## src/common/iq_nco_regs_pkg.sv

```systemverilog
// register map, field layout and reset values of the correction/mixer slice
package iq_nco_regs_pkg;

    // ------------------------------------------------------------------
    // bus widths
    // ------------------------------------------------------------------
    localparam int ADDR_W = 8;
    localparam int DATA_W = 16;

    // ------------------------------------------------------------------
    // register offsets
    // ------------------------------------------------------------------
    localparam logic [ADDR_W-1:0] I_GAIN_OFS      = 8'h0C;
    localparam logic [ADDR_W-1:0] Q_GAIN_OFS      = 8'h0D;
    localparam logic [ADDR_W-1:0] PHASE_CORR_OFS  = 8'h10;
    localparam logic [ADDR_W-1:0] RSVD_A_OFS      = 8'h11;
    localparam logic [ADDR_W-1:0] PHASE_SHIFT_OFS = 8'h12;
    localparam logic [ADDR_W-1:0] RSVD_B_OFS      = 8'h13;
    localparam logic [ADDR_W-1:0] FREQ_LO_OFS     = 8'h14;
    localparam logic [ADDR_W-1:0] FREQ_HI_OFS     = 8'h15;
    localparam logic [ADDR_W-1:0] CORR_SYNC_OFS   = 8'h1E;
    localparam logic [ADDR_W-1:0] MIX_SYNC_OFS    = 8'h1F;
    localparam logic [ADDR_W-1:0] STATUS_OFS      = 8'h20;

    // ------------------------------------------------------------------
    // field widths and positions
    // ------------------------------------------------------------------
    localparam int GAIN_W          = 11;
    localparam int GAIN_FRAC       = 10;
    localparam int PHASE_CORR_W    = 12;
    localparam int PHASE_CORR_FRAC = 12;
    localparam int PHASE_HOLD_W    = 14;
    localparam int PHASE_SHIFT_W   = 16;
    localparam int FREQ_W          = 32;
    localparam int SYNC_EN_BIT     = 0;
    localparam int STAT_QMC_BIT    = 0;
    localparam int STAT_MIX_BIT    = 1;
    localparam int LUT_BITS        = 4;

    // ------------------------------------------------------------------
    // reset values
    // ------------------------------------------------------------------
    localparam logic [GAIN_W-1:0]        GAIN_RST        = 11'h400;
    localparam logic [PHASE_HOLD_W-1:0]  PHASE_CORR_RST  = 14'h0000;
    localparam logic [PHASE_SHIFT_W-1:0] PHASE_SHIFT_RST = 16'h0000;
    localparam logic [FREQ_W-1:0]        FREQ_RST        = 32'h0000_0000;
    localparam logic                     SYNC_EN_RST     = 1'b0;

endpackage

```

## src/rtl/iq_phase_gain_corrector.sv

```systemverilog
// quadrature phase and gain correction datapath
`timescale 1ns/10ps
module iq_phase_gain_corrector #(
    parameter int W = 16
) (
    // clock and reset
    input  wire logic                                         clk_sys,
    input  wire logic                                         rst,
    // samples in
    input  wire logic signed [W-1:0]                          samp_a,
    input  wire logic signed [W-1:0]                          samp_b,
    // active settings
    input  wire logic [iq_nco_regs_pkg::GAIN_W-1:0]           i_gain,
    input  wire logic [iq_nco_regs_pkg::GAIN_W-1:0]           q_gain,
    input  wire logic signed [iq_nco_regs_pkg::PHASE_CORR_W-1:0] phase_corr,
    // corrected samples
    output logic signed [W-1:0]                               corr_i,
    output logic signed [W-1:0]                               corr_q
);
    import iq_nco_regs_pkg::*;

    localparam int PW = W + PHASE_CORR_W;

    logic signed [PW-1:0]         pb_prod;
    logic signed [W+1:0]          a_ph;
    logic signed [W+GAIN_W+2:0]   i_scaled;
    logic signed [W+GAIN_W:0]     q_scaled;
    logic signed [31:0]           i_wide;
    logic signed [31:0]           q_wide;

    function automatic logic signed [W-1:0] sat(input logic signed [31:0] v);
        logic signed [31:0] hi;
        logic signed [31:0] lo;
        hi = 32'(signed'({1'b0, {(W-1){1'b1}}}));
        lo = -hi - 32'sd1;
        if (v > hi) begin
            sat = hi[W-1:0];
        end else if (v < lo) begin
            sat = lo[W-1:0];
        end else begin
            sat = v[W-1:0];
        end
    endfunction

    // phase word is a fraction of 2^12, so -0.5 .. 0.49975
    assign pb_prod  = samp_b * phase_corr;
    assign a_ph     = {{2{samp_a[W-1]}}, samp_a}
                    + {{2{pb_prod[PW-1]}}, pb_prod[PW-1:PHASE_CORR_FRAC]};
    // gains are unsigned with ten fraction bits
    assign i_scaled = a_ph * $signed({1'b0, i_gain});
    assign q_scaled = samp_b * $signed({1'b0, q_gain});
    assign i_wide   = 32'(i_scaled >>> GAIN_FRAC);
    assign q_wide   = 32'(q_scaled >>> GAIN_FRAC);

    always_ff @(posedge clk_sys) begin
        if (rst) begin
            corr_i <= '0;
            corr_q <= '0;
        end else begin
            corr_i <= sat(i_wide);
            corr_q <= sat(q_wide);
        end
    end
endmodule // iq_phase_gain_corrector

```

## src/rtl/nco_phase_lookup.sv

```systemverilog
// oscillator accumulator, phase offset and sine/cosine lookup
`timescale 1ns/10ps
module nco_phase_lookup (
    // clock and reset
    input  wire logic                                        clk_sys,
    input  wire logic                                        rst,
    // active settings
    input  wire logic [iq_nco_regs_pkg::FREQ_W-1:0]          freq_word,
    input  wire logic [iq_nco_regs_pkg::PHASE_SHIFT_W-1:0]   phase_shift,
    // outputs
    output logic [iq_nco_regs_pkg::PHASE_SHIFT_W-1:0]        phase_index,
    output logic signed [15:0]                               nco_sin,
    output logic signed [15:0]                               nco_cos
);
    import iq_nco_regs_pkg::*;

    // coarse table: the index top bits address one sine period
    localparam logic [15:0] SINE_LUT [16] = '{
        16'h0000, 16'h30FB, 16'h5A82, 16'h7641,
        16'h7FFF, 16'h7641, 16'h5A82, 16'h30FB,
        16'h0000, 16'hCF05, 16'hA57E, 16'h89BF,
        16'h8001, 16'h89BF, 16'hA57E, 16'hCF05
    };
    localparam logic [LUT_BITS-1:0] QUARTER = 4'h4;

    logic [FREQ_W-1:0]        acc_r;
    logic [PHASE_SHIFT_W-1:0] idx;
    logic [LUT_BITS-1:0]      sin_sel;
    logic [LUT_BITS-1:0]      cos_sel;

    // offset joins the upper half of the accumulator
    assign idx     = acc_r[FREQ_W-1 -: PHASE_SHIFT_W] + phase_shift;
    assign sin_sel = idx[PHASE_SHIFT_W-1 -: LUT_BITS];
    assign cos_sel = sin_sel + QUARTER;

    // wraps modulo 2^32, so a negative word steps backwards
    always_ff @(posedge clk_sys) begin
        if (rst) begin
            acc_r <= '0;
        end else begin
            acc_r <= acc_r + freq_word;
        end
    end

    always_ff @(posedge clk_sys) begin
        if (rst) begin
            phase_index <= '0;
            nco_sin     <= '0;
            nco_cos     <= '0;
        end else begin
            phase_index <= idx;
            nco_sin     <= signed'(SINE_LUT[sin_sel]);
            nco_cos     <= signed'(SINE_LUT[cos_sel]);
        end
    end
endmodule // nco_phase_lookup

```

## src/rtl/iq_phase_nco_offset_shadow_regs.sv

```systemverilog
// holding/active register bank for IQ phase correction and NCO offset
//
// What this block does
// - phase-correction field is 12-bit two's complement, -0.5 to 0.49975; the holding copy keeps and reads back 14 bits
// - phase value times B sample is added into the A sample
// - phase-correction field resets to zero, no correction applied
// - with correction sync enabled, writing offset 0x10 fires a sync
// - that sync loads both gains and phase into the datapath together
// - gain writes only change holding copies until a sync transfer
// - 16-bit offset is added to upper accumulator half before lookup
// - offset-adjusted 16-bit phase indexes the sine and cosine tables
// - with mixer sync enabled, writing offset 0x12 fires a sync
// - mixer sync loads offset and both frequency halves together
// - frequency-word writes leave the active mixer untouched until sync
// - 11-bit gains are unsigned, point between bits 9 and 10
// - 32-bit frequency word is two's complement, step Fs over 2^32
//
// Local design decision: strobed register access.
`timescale 1ns/10ps
module iq_phase_nco_offset_shadow_regs #(
    parameter int SAMP_W = 16
) (
    // clock and reset
    input  wire logic                                   clk_sys,
    input  wire logic                                   rst,
    // register port
    input  wire logic [iq_nco_regs_pkg::ADDR_W-1:0]     reg_addr,
    input  wire logic [iq_nco_regs_pkg::DATA_W-1:0]     reg_wr_data,
    input  wire logic                                   reg_wr,
    input  wire logic                                   reg_rd,
    output logic [iq_nco_regs_pkg::DATA_W-1:0]          reg_rd_data,
    // other synchronisation sources
    input  wire logic                                   qmc_ext_sync,
    input  wire logic                                   mix_ext_sync,
    // sample path
    input  wire logic signed [SAMP_W-1:0]               samp_a,
    input  wire logic signed [SAMP_W-1:0]               samp_b,
    output logic signed [SAMP_W-1:0]                    corr_i,
    output logic signed [SAMP_W-1:0]                    corr_q,
    // oscillator
    output logic [iq_nco_regs_pkg::PHASE_SHIFT_W-1:0]   phase_index,
    output logic signed [15:0]                          nco_sin,
    output logic signed [15:0]                          nco_cos,
    // active settings
    output logic [iq_nco_regs_pkg::GAIN_W-1:0]          i_channel_gain,
    output logic [iq_nco_regs_pkg::GAIN_W-1:0]          q_channel_gain,
    output logic [iq_nco_regs_pkg::PHASE_CORR_W-1:0]    phase_corr_active,
    output logic [iq_nco_regs_pkg::PHASE_SHIFT_W-1:0]   phase_shift_active,
    output logic [iq_nco_regs_pkg::FREQ_W-1:0]          freq_word_active
);
    import iq_nco_regs_pkg::*;

    localparam int HALF_W = FREQ_W / 2;

    // ------------------------------------------------------------------
    // holding copies and enables
    // ------------------------------------------------------------------
    logic [GAIN_W-1:0]        i_gain_hold_r;
    logic [GAIN_W-1:0]        q_gain_hold_r;
    logic [PHASE_HOLD_W-1:0]  phase_corr_hold_r;
    logic [PHASE_SHIFT_W-1:0] phase_shift_hold_r;
    logic [FREQ_W-1:0]        freq_hold_r;
    logic                     corr_sync_en_r;
    logic                     mix_sync_en_r;

    logic [GAIN_W-1:0]        i_gain_nxt;
    logic [GAIN_W-1:0]        q_gain_nxt;
    logic [PHASE_HOLD_W-1:0]  phase_corr_nxt;
    logic [PHASE_SHIFT_W-1:0] phase_shift_nxt;
    logic [FREQ_W-1:0]        freq_nxt;

    logic                     wr_i_gain;
    logic                     wr_q_gain;
    logic                     wr_phase_corr;
    logic                     wr_phase_shift;
    logic                     wr_freq_lo;
    logic                     wr_freq_hi;
    logic                     qmc_sync;
    logic                     mix_sync;
    logic                     qmc_differs;
    logic                     mix_differs;
    logic [DATA_W-1:0]        rd_mux;

    // ------------------------------------------------------------------
    // write decode
    // ------------------------------------------------------------------
    assign wr_i_gain      = reg_wr && (reg_addr == I_GAIN_OFS);
    assign wr_q_gain      = reg_wr && (reg_addr == Q_GAIN_OFS);
    assign wr_phase_corr  = reg_wr && (reg_addr == PHASE_CORR_OFS);
    assign wr_phase_shift = reg_wr && (reg_addr == PHASE_SHIFT_OFS);
    assign wr_freq_lo     = reg_wr && (reg_addr == FREQ_LO_OFS);
    assign wr_freq_hi     = reg_wr && (reg_addr == FREQ_HI_OFS);

    // holding values as they stand after this cycle's write; a sync in
    // the same cycle as the trigger write must carry the new word
    assign i_gain_nxt = wr_i_gain ? reg_wr_data[GAIN_W-1:0]
                                  : i_gain_hold_r;
    assign q_gain_nxt = wr_q_gain ? reg_wr_data[GAIN_W-1:0]
                                  : q_gain_hold_r;
    assign phase_corr_nxt = wr_phase_corr
                          ? reg_wr_data[PHASE_HOLD_W-1:0]
                          : phase_corr_hold_r;
    assign phase_shift_nxt = wr_phase_shift ? reg_wr_data
                                            : phase_shift_hold_r;
    assign freq_nxt = {wr_freq_hi ? reg_wr_data : freq_hold_r[FREQ_W-1:HALF_W],
                       wr_freq_lo ? reg_wr_data : freq_hold_r[HALF_W-1:0]};

    // ------------------------------------------------------------------
    // sync sources
    // ------------------------------------------------------------------
    assign qmc_sync = (wr_phase_corr && corr_sync_en_r)
                    || qmc_ext_sync;
    assign mix_sync = (wr_phase_shift && mix_sync_en_r)
                    || mix_ext_sync;

    // ------------------------------------------------------------------
    // holding registers
    // ------------------------------------------------------------------
    always_ff @(posedge clk_sys) begin
        if (rst) begin
            i_gain_hold_r     <= GAIN_RST;
            q_gain_hold_r     <= GAIN_RST;
            phase_corr_hold_r <= PHASE_CORR_RST;
        end else begin
            i_gain_hold_r     <= i_gain_nxt;
            q_gain_hold_r     <= q_gain_nxt;
            phase_corr_hold_r <= phase_corr_nxt;
        end
    end

    always_ff @(posedge clk_sys) begin
        if (rst) begin
            phase_shift_hold_r <= PHASE_SHIFT_RST;
            freq_hold_r        <= FREQ_RST;
        end else begin
            phase_shift_hold_r <= phase_shift_nxt;
            freq_hold_r        <= freq_nxt;
        end
    end

    always_ff @(posedge clk_sys) begin
        if (rst) begin
            corr_sync_en_r <= SYNC_EN_RST;
            mix_sync_en_r  <= SYNC_EN_RST;
        end else begin
            if (reg_wr && reg_addr == CORR_SYNC_OFS) begin
                corr_sync_en_r <= reg_wr_data[SYNC_EN_BIT];
            end
            if (reg_wr && reg_addr == MIX_SYNC_OFS) begin
                mix_sync_en_r <= reg_wr_data[SYNC_EN_BIT];
            end
        end
    end

    // ------------------------------------------------------------------
    // active settings, loaded all at once on a sync
    // ------------------------------------------------------------------
    always_ff @(posedge clk_sys) begin
        if (rst) begin
            i_channel_gain    <= GAIN_RST;
            q_channel_gain    <= GAIN_RST;
            phase_corr_active <= PHASE_CORR_RST[PHASE_CORR_W-1:0];
        end else if (qmc_sync) begin
            i_channel_gain    <= i_gain_nxt;
            q_channel_gain    <= q_gain_nxt;
            phase_corr_active <= phase_corr_nxt[PHASE_CORR_W-1:0];
        end
    end

    always_ff @(posedge clk_sys) begin
        if (rst) begin
            phase_shift_active <= PHASE_SHIFT_RST;
            freq_word_active   <= FREQ_RST;
        end else if (mix_sync) begin
            phase_shift_active <= phase_shift_nxt;
            freq_word_active   <= freq_nxt;
        end
    end

    // ------------------------------------------------------------------
    // readback: holding copies, enables and a pending-transfer status
    // ------------------------------------------------------------------
    // status shows holding and active disagree, i.e. a sync is still owed
    assign qmc_differs = (i_gain_hold_r != i_channel_gain)
                      || (q_gain_hold_r != q_channel_gain)
                      || (phase_corr_hold_r[PHASE_CORR_W-1:0]
                          != phase_corr_active);
    assign mix_differs = (phase_shift_hold_r != phase_shift_active)
                      || (freq_hold_r != freq_word_active);

    always_comb begin
        rd_mux = '0;
        case (reg_addr)
            I_GAIN_OFS: begin
                rd_mux[GAIN_W-1:0] = i_gain_hold_r;
            end
            Q_GAIN_OFS: begin
                rd_mux[GAIN_W-1:0] = q_gain_hold_r;
            end
            PHASE_CORR_OFS: begin
                rd_mux[PHASE_HOLD_W-1:0] = phase_corr_hold_r;
            end
            PHASE_SHIFT_OFS: begin
                rd_mux = phase_shift_hold_r;
            end
            FREQ_LO_OFS: begin
                rd_mux = freq_hold_r[HALF_W-1:0];
            end
            FREQ_HI_OFS: begin
                rd_mux = freq_hold_r[FREQ_W-1:HALF_W];
            end
            CORR_SYNC_OFS: begin
                rd_mux[SYNC_EN_BIT] = corr_sync_en_r;
            end
            MIX_SYNC_OFS: begin
                rd_mux[SYNC_EN_BIT] = mix_sync_en_r;
            end
            STATUS_OFS: begin
                rd_mux[STAT_QMC_BIT] = qmc_differs;
                rd_mux[STAT_MIX_BIT] = mix_differs;
            end
            // factory slots and unmapped addresses read as zero
            default: begin
                rd_mux = '0;
            end
        endcase
    end

    // data stand only in the cycle after the strobe
    always_ff @(posedge clk_sys) begin
        if (rst) begin
            reg_rd_data <= '0;
        end else if (reg_rd) begin
            reg_rd_data <= rd_mux;
        end else begin
            reg_rd_data <= '0;
        end
    end

    // ------------------------------------------------------------------
    // datapaths
    // ------------------------------------------------------------------
    iq_phase_gain_corrector #(
        .W (SAMP_W)
    ) u_corrector (
        .clk_sys    (clk_sys),
        .rst        (rst),
        .samp_a     (samp_a),
        .samp_b     (samp_b),
        .i_gain     (i_channel_gain),
        .q_gain     (q_channel_gain),
        .phase_corr (signed'(phase_corr_active)),
        .corr_i     (corr_i),
        .corr_q     (corr_q)
    );

    nco_phase_lookup u_nco (
        .clk_sys     (clk_sys),
        .rst         (rst),
        .freq_word   (freq_word_active),
        .phase_shift (phase_shift_active),
        .phase_index (phase_index),
        .nco_sin     (nco_sin),
        .nco_cos     (nco_cos)
    );
endmodule // iq_phase_nco_offset_shadow_regs

```

## config.mk

```make
export PLATFORM = sky130hd
export DESIGN_NAME = iq_phase_nco_offset_shadow_regs
export DESIGN_NICKNAME = d
export VERILOG_FILES = /design/src/common/iq_nco_regs_pkg.sv /design/src/rtl/iq_phase_gain_corrector.sv /design/src/rtl/nco_phase_lookup.sv /design/src/rtl/iq_phase_nco_offset_shadow_regs.sv
export SDC_FILE = /design/constraint.sdc
export NUM_CORES = 2
export LEC_CHECK = 0
export CELL_PAD_IN_SITES_DETAIL_PLACEMENT = 0
export CELL_PAD_IN_SITES_GLOBAL_PLACEMENT = 1
export CORE_MARGIN = 3
export CORE_UTILIZATION = 25
export CTS_CLUSTER_DIAMETER = 60
export DETAILED_ROUTE_END_ITERATION = 10
export DONT_BUFFER_PORTS = 1
export HOLD_SLACK_MARGIN = 0.05
export PLACE_DENSITY = 0.58
export SLEW_MARGIN = 10
export SYNTH_ARGS = -nofsm -noshare
export SYNTH_HDL_FRONTEND = slang
export SYNTH_SLANG_ARGS = --single-unit
```

## constraint.sdc

```tcl
create_clock -name clk_sys -period 22.6 [get_ports clk_sys]
set_clock_uncertainty 0.05 [all_clocks]
set_input_delay 4.52 -clock clk_sys [delete_from_list [all_inputs] [get_ports clk_sys]]
set_output_delay 4.52 -clock clk_sys [all_outputs]
set_load 0.02 [all_outputs]
```

# ---- After elaboration in Yosys (flattened, before gate mapping)
# Memory sizes are Yosys's and may differ from the RTL's. A register that Yosys moved wholly into a read port is not among the register bits.
# Cells that the tools add are included.
dict set report totals {
  ff_bits 264
  latch_bits 0
  mem_bits_rw 0
  romBits 512
  input_bits 62
  out_inout_bits 178
  word_cells 83
  n_memories 2
}
# name words word_bits rd rd_ports_with_merged_regs write_ports line_no
set mem_list {}
lappend mem_list {{(name not given)} 16 16 1 1 0 nco_phase_lookup.sv:52} ;# nco_sin <= signed'(SINE_LUT[sin_sel]);
lappend mem_list {{(name not given)} 16 16 1 1 0 nco_phase_lookup.sv:53} ;# nco_cos <= signed'(SINE_LUT[cos_sel]);
dict set report classes {
  add_sub_neg 4
  multipliers 3
  div_mod_pow 0
  magnitude_cmp 4
  n_eq_ne 14
  shift 0
  muxes 15
  bitwise 3
  reduce_logical 18
}
# cell n
set op_table {}
lappend op_table {{16-bit 2-to-1 mux} 5}
lappend op_table {{16-bit by 12-bit multiplier with 28-bit output} 2}
lappend op_table {{9-bit case mux with 6 select lines} 1}
lappend op_table {{8-bit by 5-bit == test with 1-bit output, second input constant} 6}
lappend op_table {{32-bit adder} 1}
lappend op_table {{32-bit != test} 1}
lappend op_table {{15-bit 2-to-1 mux} 2}
lappend op_table {{17-bit by 12-bit multiplier with 29-bit output} 1}
lappend op_table {{11-bit 2-to-1 mux} 2}
lappend op_table {{11-bit != test} 2}
lappend op_table {{20-bit by 16-bit greater-than comparator with 1-bit output, second input constant} 1}
lappend op_table {{20-bit by 16-bit < comparator with 1-bit output, second input constant} 1}
lappend op_table {{18-bit by 16-bit greater-than comparator with 1-bit output, second input constant} 1}
lappend op_table {{18-bit by 16-bit < comparator with 1-bit output, second input constant} 1}
lappend op_table {{16-bit by 16-bit adder with 17-bit output} 1}
lappend op_table {{16-bit adder} 1}
lappend op_table {{8-bit by 4-bit == test with 1-bit output, second input constant} 2}
lappend op_table {{16-bit != test} 1}
lappend op_table {{12-bit 2-to-1 mux} 1}
lappend op_table {{12-bit != test} 1}
lappend op_table {{3-bit case mux with 4 select lines} 1}
lappend op_table {{1-bit logical AND} 10}
lappend op_table {{4-bit NOT with 5-bit output} 2}
lappend op_table {{1-bit case mux with 9 select lines} 1}
lappend op_table {{7 further kinds} 13}

# ---- Logic depth before layout (Yosys ltp)
dict set report logic_depth {
  word_depth 6
  ltp_mapped 57
  mapped_depth_nobuf 53
}

# ---- Cells and area by module
# A second synthesis with hierarchy kept.
dict set report unflattened {
  hier_cells 3730
  area_unflattened_um2 33322.0
}
# mod n_inst cells_each area_per_inst_um2 seq_area_each_um2
set modules_own_cells {}
lappend modules_own_cells {iq_phase_gain_corrector 1 2376 20957.6 640.6}
lappend modules_own_cells {iq_phase_nco_offset_shadow_regs 1 810 7716.2 3683.5}
lappend modules_own_cells {nco_phase_lookup 1 544 4648.2 1401.3}

# ---- Worst setup path before layout
# OpenSTA, ideal clock, no wires.
dict set report synth_path {
  path_type {input -> register}
  startpoint {in samp_b[10]}
  endpoint {reg u_corrector.corr_i[10]}
  setup_ns 0.125
  t_arrival_ns 15.588
  required_time_ns 22.425
  path_slack_ns 6.837
  cell_stages 50
  n_path_buf 5
  cell_sequence {buf_1 nand2_1 fa_1 inv_1 fa_1 fa_1 fa_1 inv_1 fa_1 inv_1 ha_1 a21o_1 a21o_1 a21o_1 a21oi_1 a21boi_0 a211oi_1 o21bai_1 [... 14 more ...] inv_1 fa_1 inv_1 fa_1 inv_1 ha_1 clkbuf_1 a21oi_1 nor2b_1 o21ai_0 nand2b_1 nor3_1 a21o_1 a211oi_1 or2_1 clkbuf_1 buf_2 o22ai_1}
}
dict set report synth_between {
  elab_chain_len 6
  word_cells_on_any_way 7
  cone_classes {1 x add/sub; 2 x mul; 2 x order compare; 2 x mux}
}
# element line_no
set synth_rtl {}
lappend synth_rtl {{from (decl)} iq_phase_nco_offset_shadow_regs.sv:37} ;# input wire logic signed [SAMP_W-1:0] samp_b,
lappend synth_rtl {{16-bit by 12-bit multiplier with 28-bit output *} iq_phase_gain_corrector.sv:46} ;# assign pb_prod = samp_b * phase_corr;
lappend synth_rtl {{16-bit by 16-bit adder with 17-bit output *} iq_phase_gain_corrector.sv:48} ;# + {{2{pb_prod[PW-1]}}, pb_prod[PW-1:PHASE_CORR_FRAC]};
lappend synth_rtl {{17-bit by 12-bit multiplier with 29-bit output *} iq_phase_gain_corrector.sv:50} ;# assign i_scaled = a_ph * $signed({1'b0, i_gain});
lappend synth_rtl {{20-bit by 16-bit < comparator with 1-bit output} iq_phase_gain_corrector.sv:38} ;# end else if (v < lo) begin
lappend synth_rtl {{16-bit 2-to-1 mux} iq_phase_gain_corrector.sv:38}
lappend synth_rtl {{15-bit 2-to-1 mux *} iq_phase_gain_corrector.sv:36} ;# if (v > hi) begin
lappend synth_rtl {{to (signal assigned)} iq_phase_gain_corrector.sv:60} ;# corr_i <= sat(i_wide);
lappend synth_rtl {{to (decl)} iq_phase_gain_corrector.sv:17} ;# output logic signed [W-1:0] corr_i,
# Every way passes the cells marked *; elsewhere a longest branch is shown, timed or not.
# A chain may end at the register's enable or synchronous reset.

# ---- Worst setup path after layout
dict set report layout_path {
  startpoint {in samp_b[8]}
  endpoint {reg u_corrector.corr_i[4]}
}
# Same word-level chain as after synthesis.

==> run metrics <==
cell seen most often among critical-path stages fa_1; post-CTS sizing 0; ANT nets after route 0; Post-route DRC 0; Overall Global Routing Usage 0.152; final-layout fill cell count 14300; Crit. End Element register; Area growth syn-to-layout 9.35%; CP Max Fanout 23; pin count of the biggest net entering global routing 256; DIE HEIGHT 372 um; flops & latches, synth 286; Die X 372 um; Post-CTS Setup Repair Bufs 0; Top FF cell, synth dfxtp_1; global-route wire length before repair 160000 um; Peak Freq 60.7 MHz; Avg Vias per Cell 4.56; DR pass1 iterations 5; final-report max-slew violation count 0; Clock Tree Buf Depth 3; Post-Synthesis Cells 3748; Synth top area share 0.302; Final Hold Fails 0; CORE AREA 132000 um2; num ports 240; final worst path period need 16470 ps; total gr overflow 0; root buffer cell clkbuf_16; Slew HR 0.191; Min-Delay Path Class register to register; commonest non-fill, non-tap cell in the layout inv_1; Clock Latency Late Sink 610 ps; port bufs 0; CTS clk-pin slew, worst paths 60 ps; max cap viols 0; H-Tree Depth 2; Yosys cell types 93; EDFF count, synth 0; RSZ-0062 raised after global routing no; Post-CTS Hold Buffers 0; Crit path required time 22990 ps; asr flop ratio synth 0; antenna violations before repair 9; Layout Nets 4442; sequential fraction of the synthesis area 0.171; Worst Path Buf+Inv 7; die area 138000 um2; Syn Nets 4560; worst-margin pin slew 1210 ps; pre-CTS WS 5560 ps; CP peak stage delay 940 ps; startpoint types input pin; Yosys Warn Count 0; CP max stage cell xnor2_1; reg2reg setup slack 9000 ps; final setup margin 6130 ps; Post-Syn Area per Cell 8.92 um2; 1st-iter DRT viols 1493; Final Util 0.277; via count 24700; area leader, netlist fa_1; post-synthesis instance area 33500 um2; Initial Util 0.253; Routed WL 105000 um; most frequent cells in the layout 621 x inv_1, 504 x fa_1, 389 x nand2_1; CP delay by family, top adder cells; Inserted Clock Buffers 40; crit path kind input pin to register; setup tns final 0 ps; number of global-route vias before repair 25600; fin crit share 0.729; wire length per cell 19.3 um; Area contributors post-synth fa_1 30%, dfxtp_1 17%, ha_1 9.2%; setup violators final 0; Worst Path Arrival 16860 ps; GP Congestion 0.833; row count 133; status finished, final reports clean; TritonCTS clock tree yes; clk sinks 286; Post-DP HPWL 82400 um; proportion of layout cells with a drive suffix above 1 0.0434
## state kept, by name, summed over array words and instances (netlist names), 14 cells and up
| register | flops |
|---|---|
| freq_hold_r | 32 |
| freq_word_active | 32 |
| phase_corr_hold_r | 14 |
| phase_shift_active | 16 |
| phase_shift_hold_r | 16 |
| reg_rd_data | 16 |
| u_corrector.corr_i | 16 |
| u_corrector.corr_q | 16 |
| u_nco.acc_r | 32 |
| u_nco.phase_index | 16 |
## cells by family after synthesis
family / after synthesis / synth area share
buf+inv: 830 / 0.0955
xor+xnor: 183 / 0.0481
flops: 286 / 0.171
fa+ha+maj: 750 / 0.394
compound gates: 494 / 0.107
simple gates: 1112 / 0.157
mux: 93 / 0.0279
## area by class of cell
type | count | area (um2) | area share
antenna | 3 | 7.51 | 0.000205
clock inverter | 25 | 332 | 0.00906
multi-input combinational | 2632 | 24600 | 0.671
sequential | 286 | 5730 | 0.157
clock buffer | 47 | 1070 | 0.0292
tap | 1755 | 2200 | 0.0600
timing repair buffer | 49 | 368 | 0.0101
inverter | 621 | 2330 | 0.0637
## stage by stage
step | hold slack, ps | std cells | instance area (um2)
floorplan | 408 | 3748 | 33500
global placement | 435 | 5343 | 35200
detailed placement | 437 | 5343 | 35200
CTS | 453 | 5415 | 36600
global route | 500 | 5415 | 36600
finish | 453 | 5418 | 36600
## Yosys cell counts (all sizes together), types with 52 or more instances
master  count
inv       621
fa        504
nand2     389
dfxtp     286
nor2      285
ha        246
and2      209
clkbuf    173
xnor2     145
a211oi    113
a21oi     105
mux2i      90
o21ai      60
nor3       55
a21o       52
## routing by layer
metal  vias to the layer above  wire length [um]  global-route usage  share of wire
li1                      11700                 -                   -              -
met1                     12400             47000               0.205           0.45
met2                       543             46800               0.239           0.45
met3                       105              8600              0.0445          0.082
met4                        10              2080              0.0334          0.020
met5                         -               138             0.00463         0.0013
## final timing paths
| check | start | to | cells past startpoint |
|---|---|---|---|
| worst max-delay path | samp_b[8] | u_corrector.corr_i[4] | 46 |
| worst min-delay path | phase_corr_hold_r[13] | phase_corr_hold_r[13] | 2 |
| worst max register to register | phase_corr_active[2] | u_corrector.corr_i[4] | 47 |
| worst min register to register | phase_corr_hold_r[13] | phase_corr_hold_r[13] | 2 |
## worst min-delay path, cell delays in order, from the launching register on
cell and delay [ps]:
dfxtp_1 330, mux2i_1 70, nor2_1 70
Power is left out: the tool's default activity adds up to more than one toggle a clock period on the data nets, which glitch-free logic cannot reach.
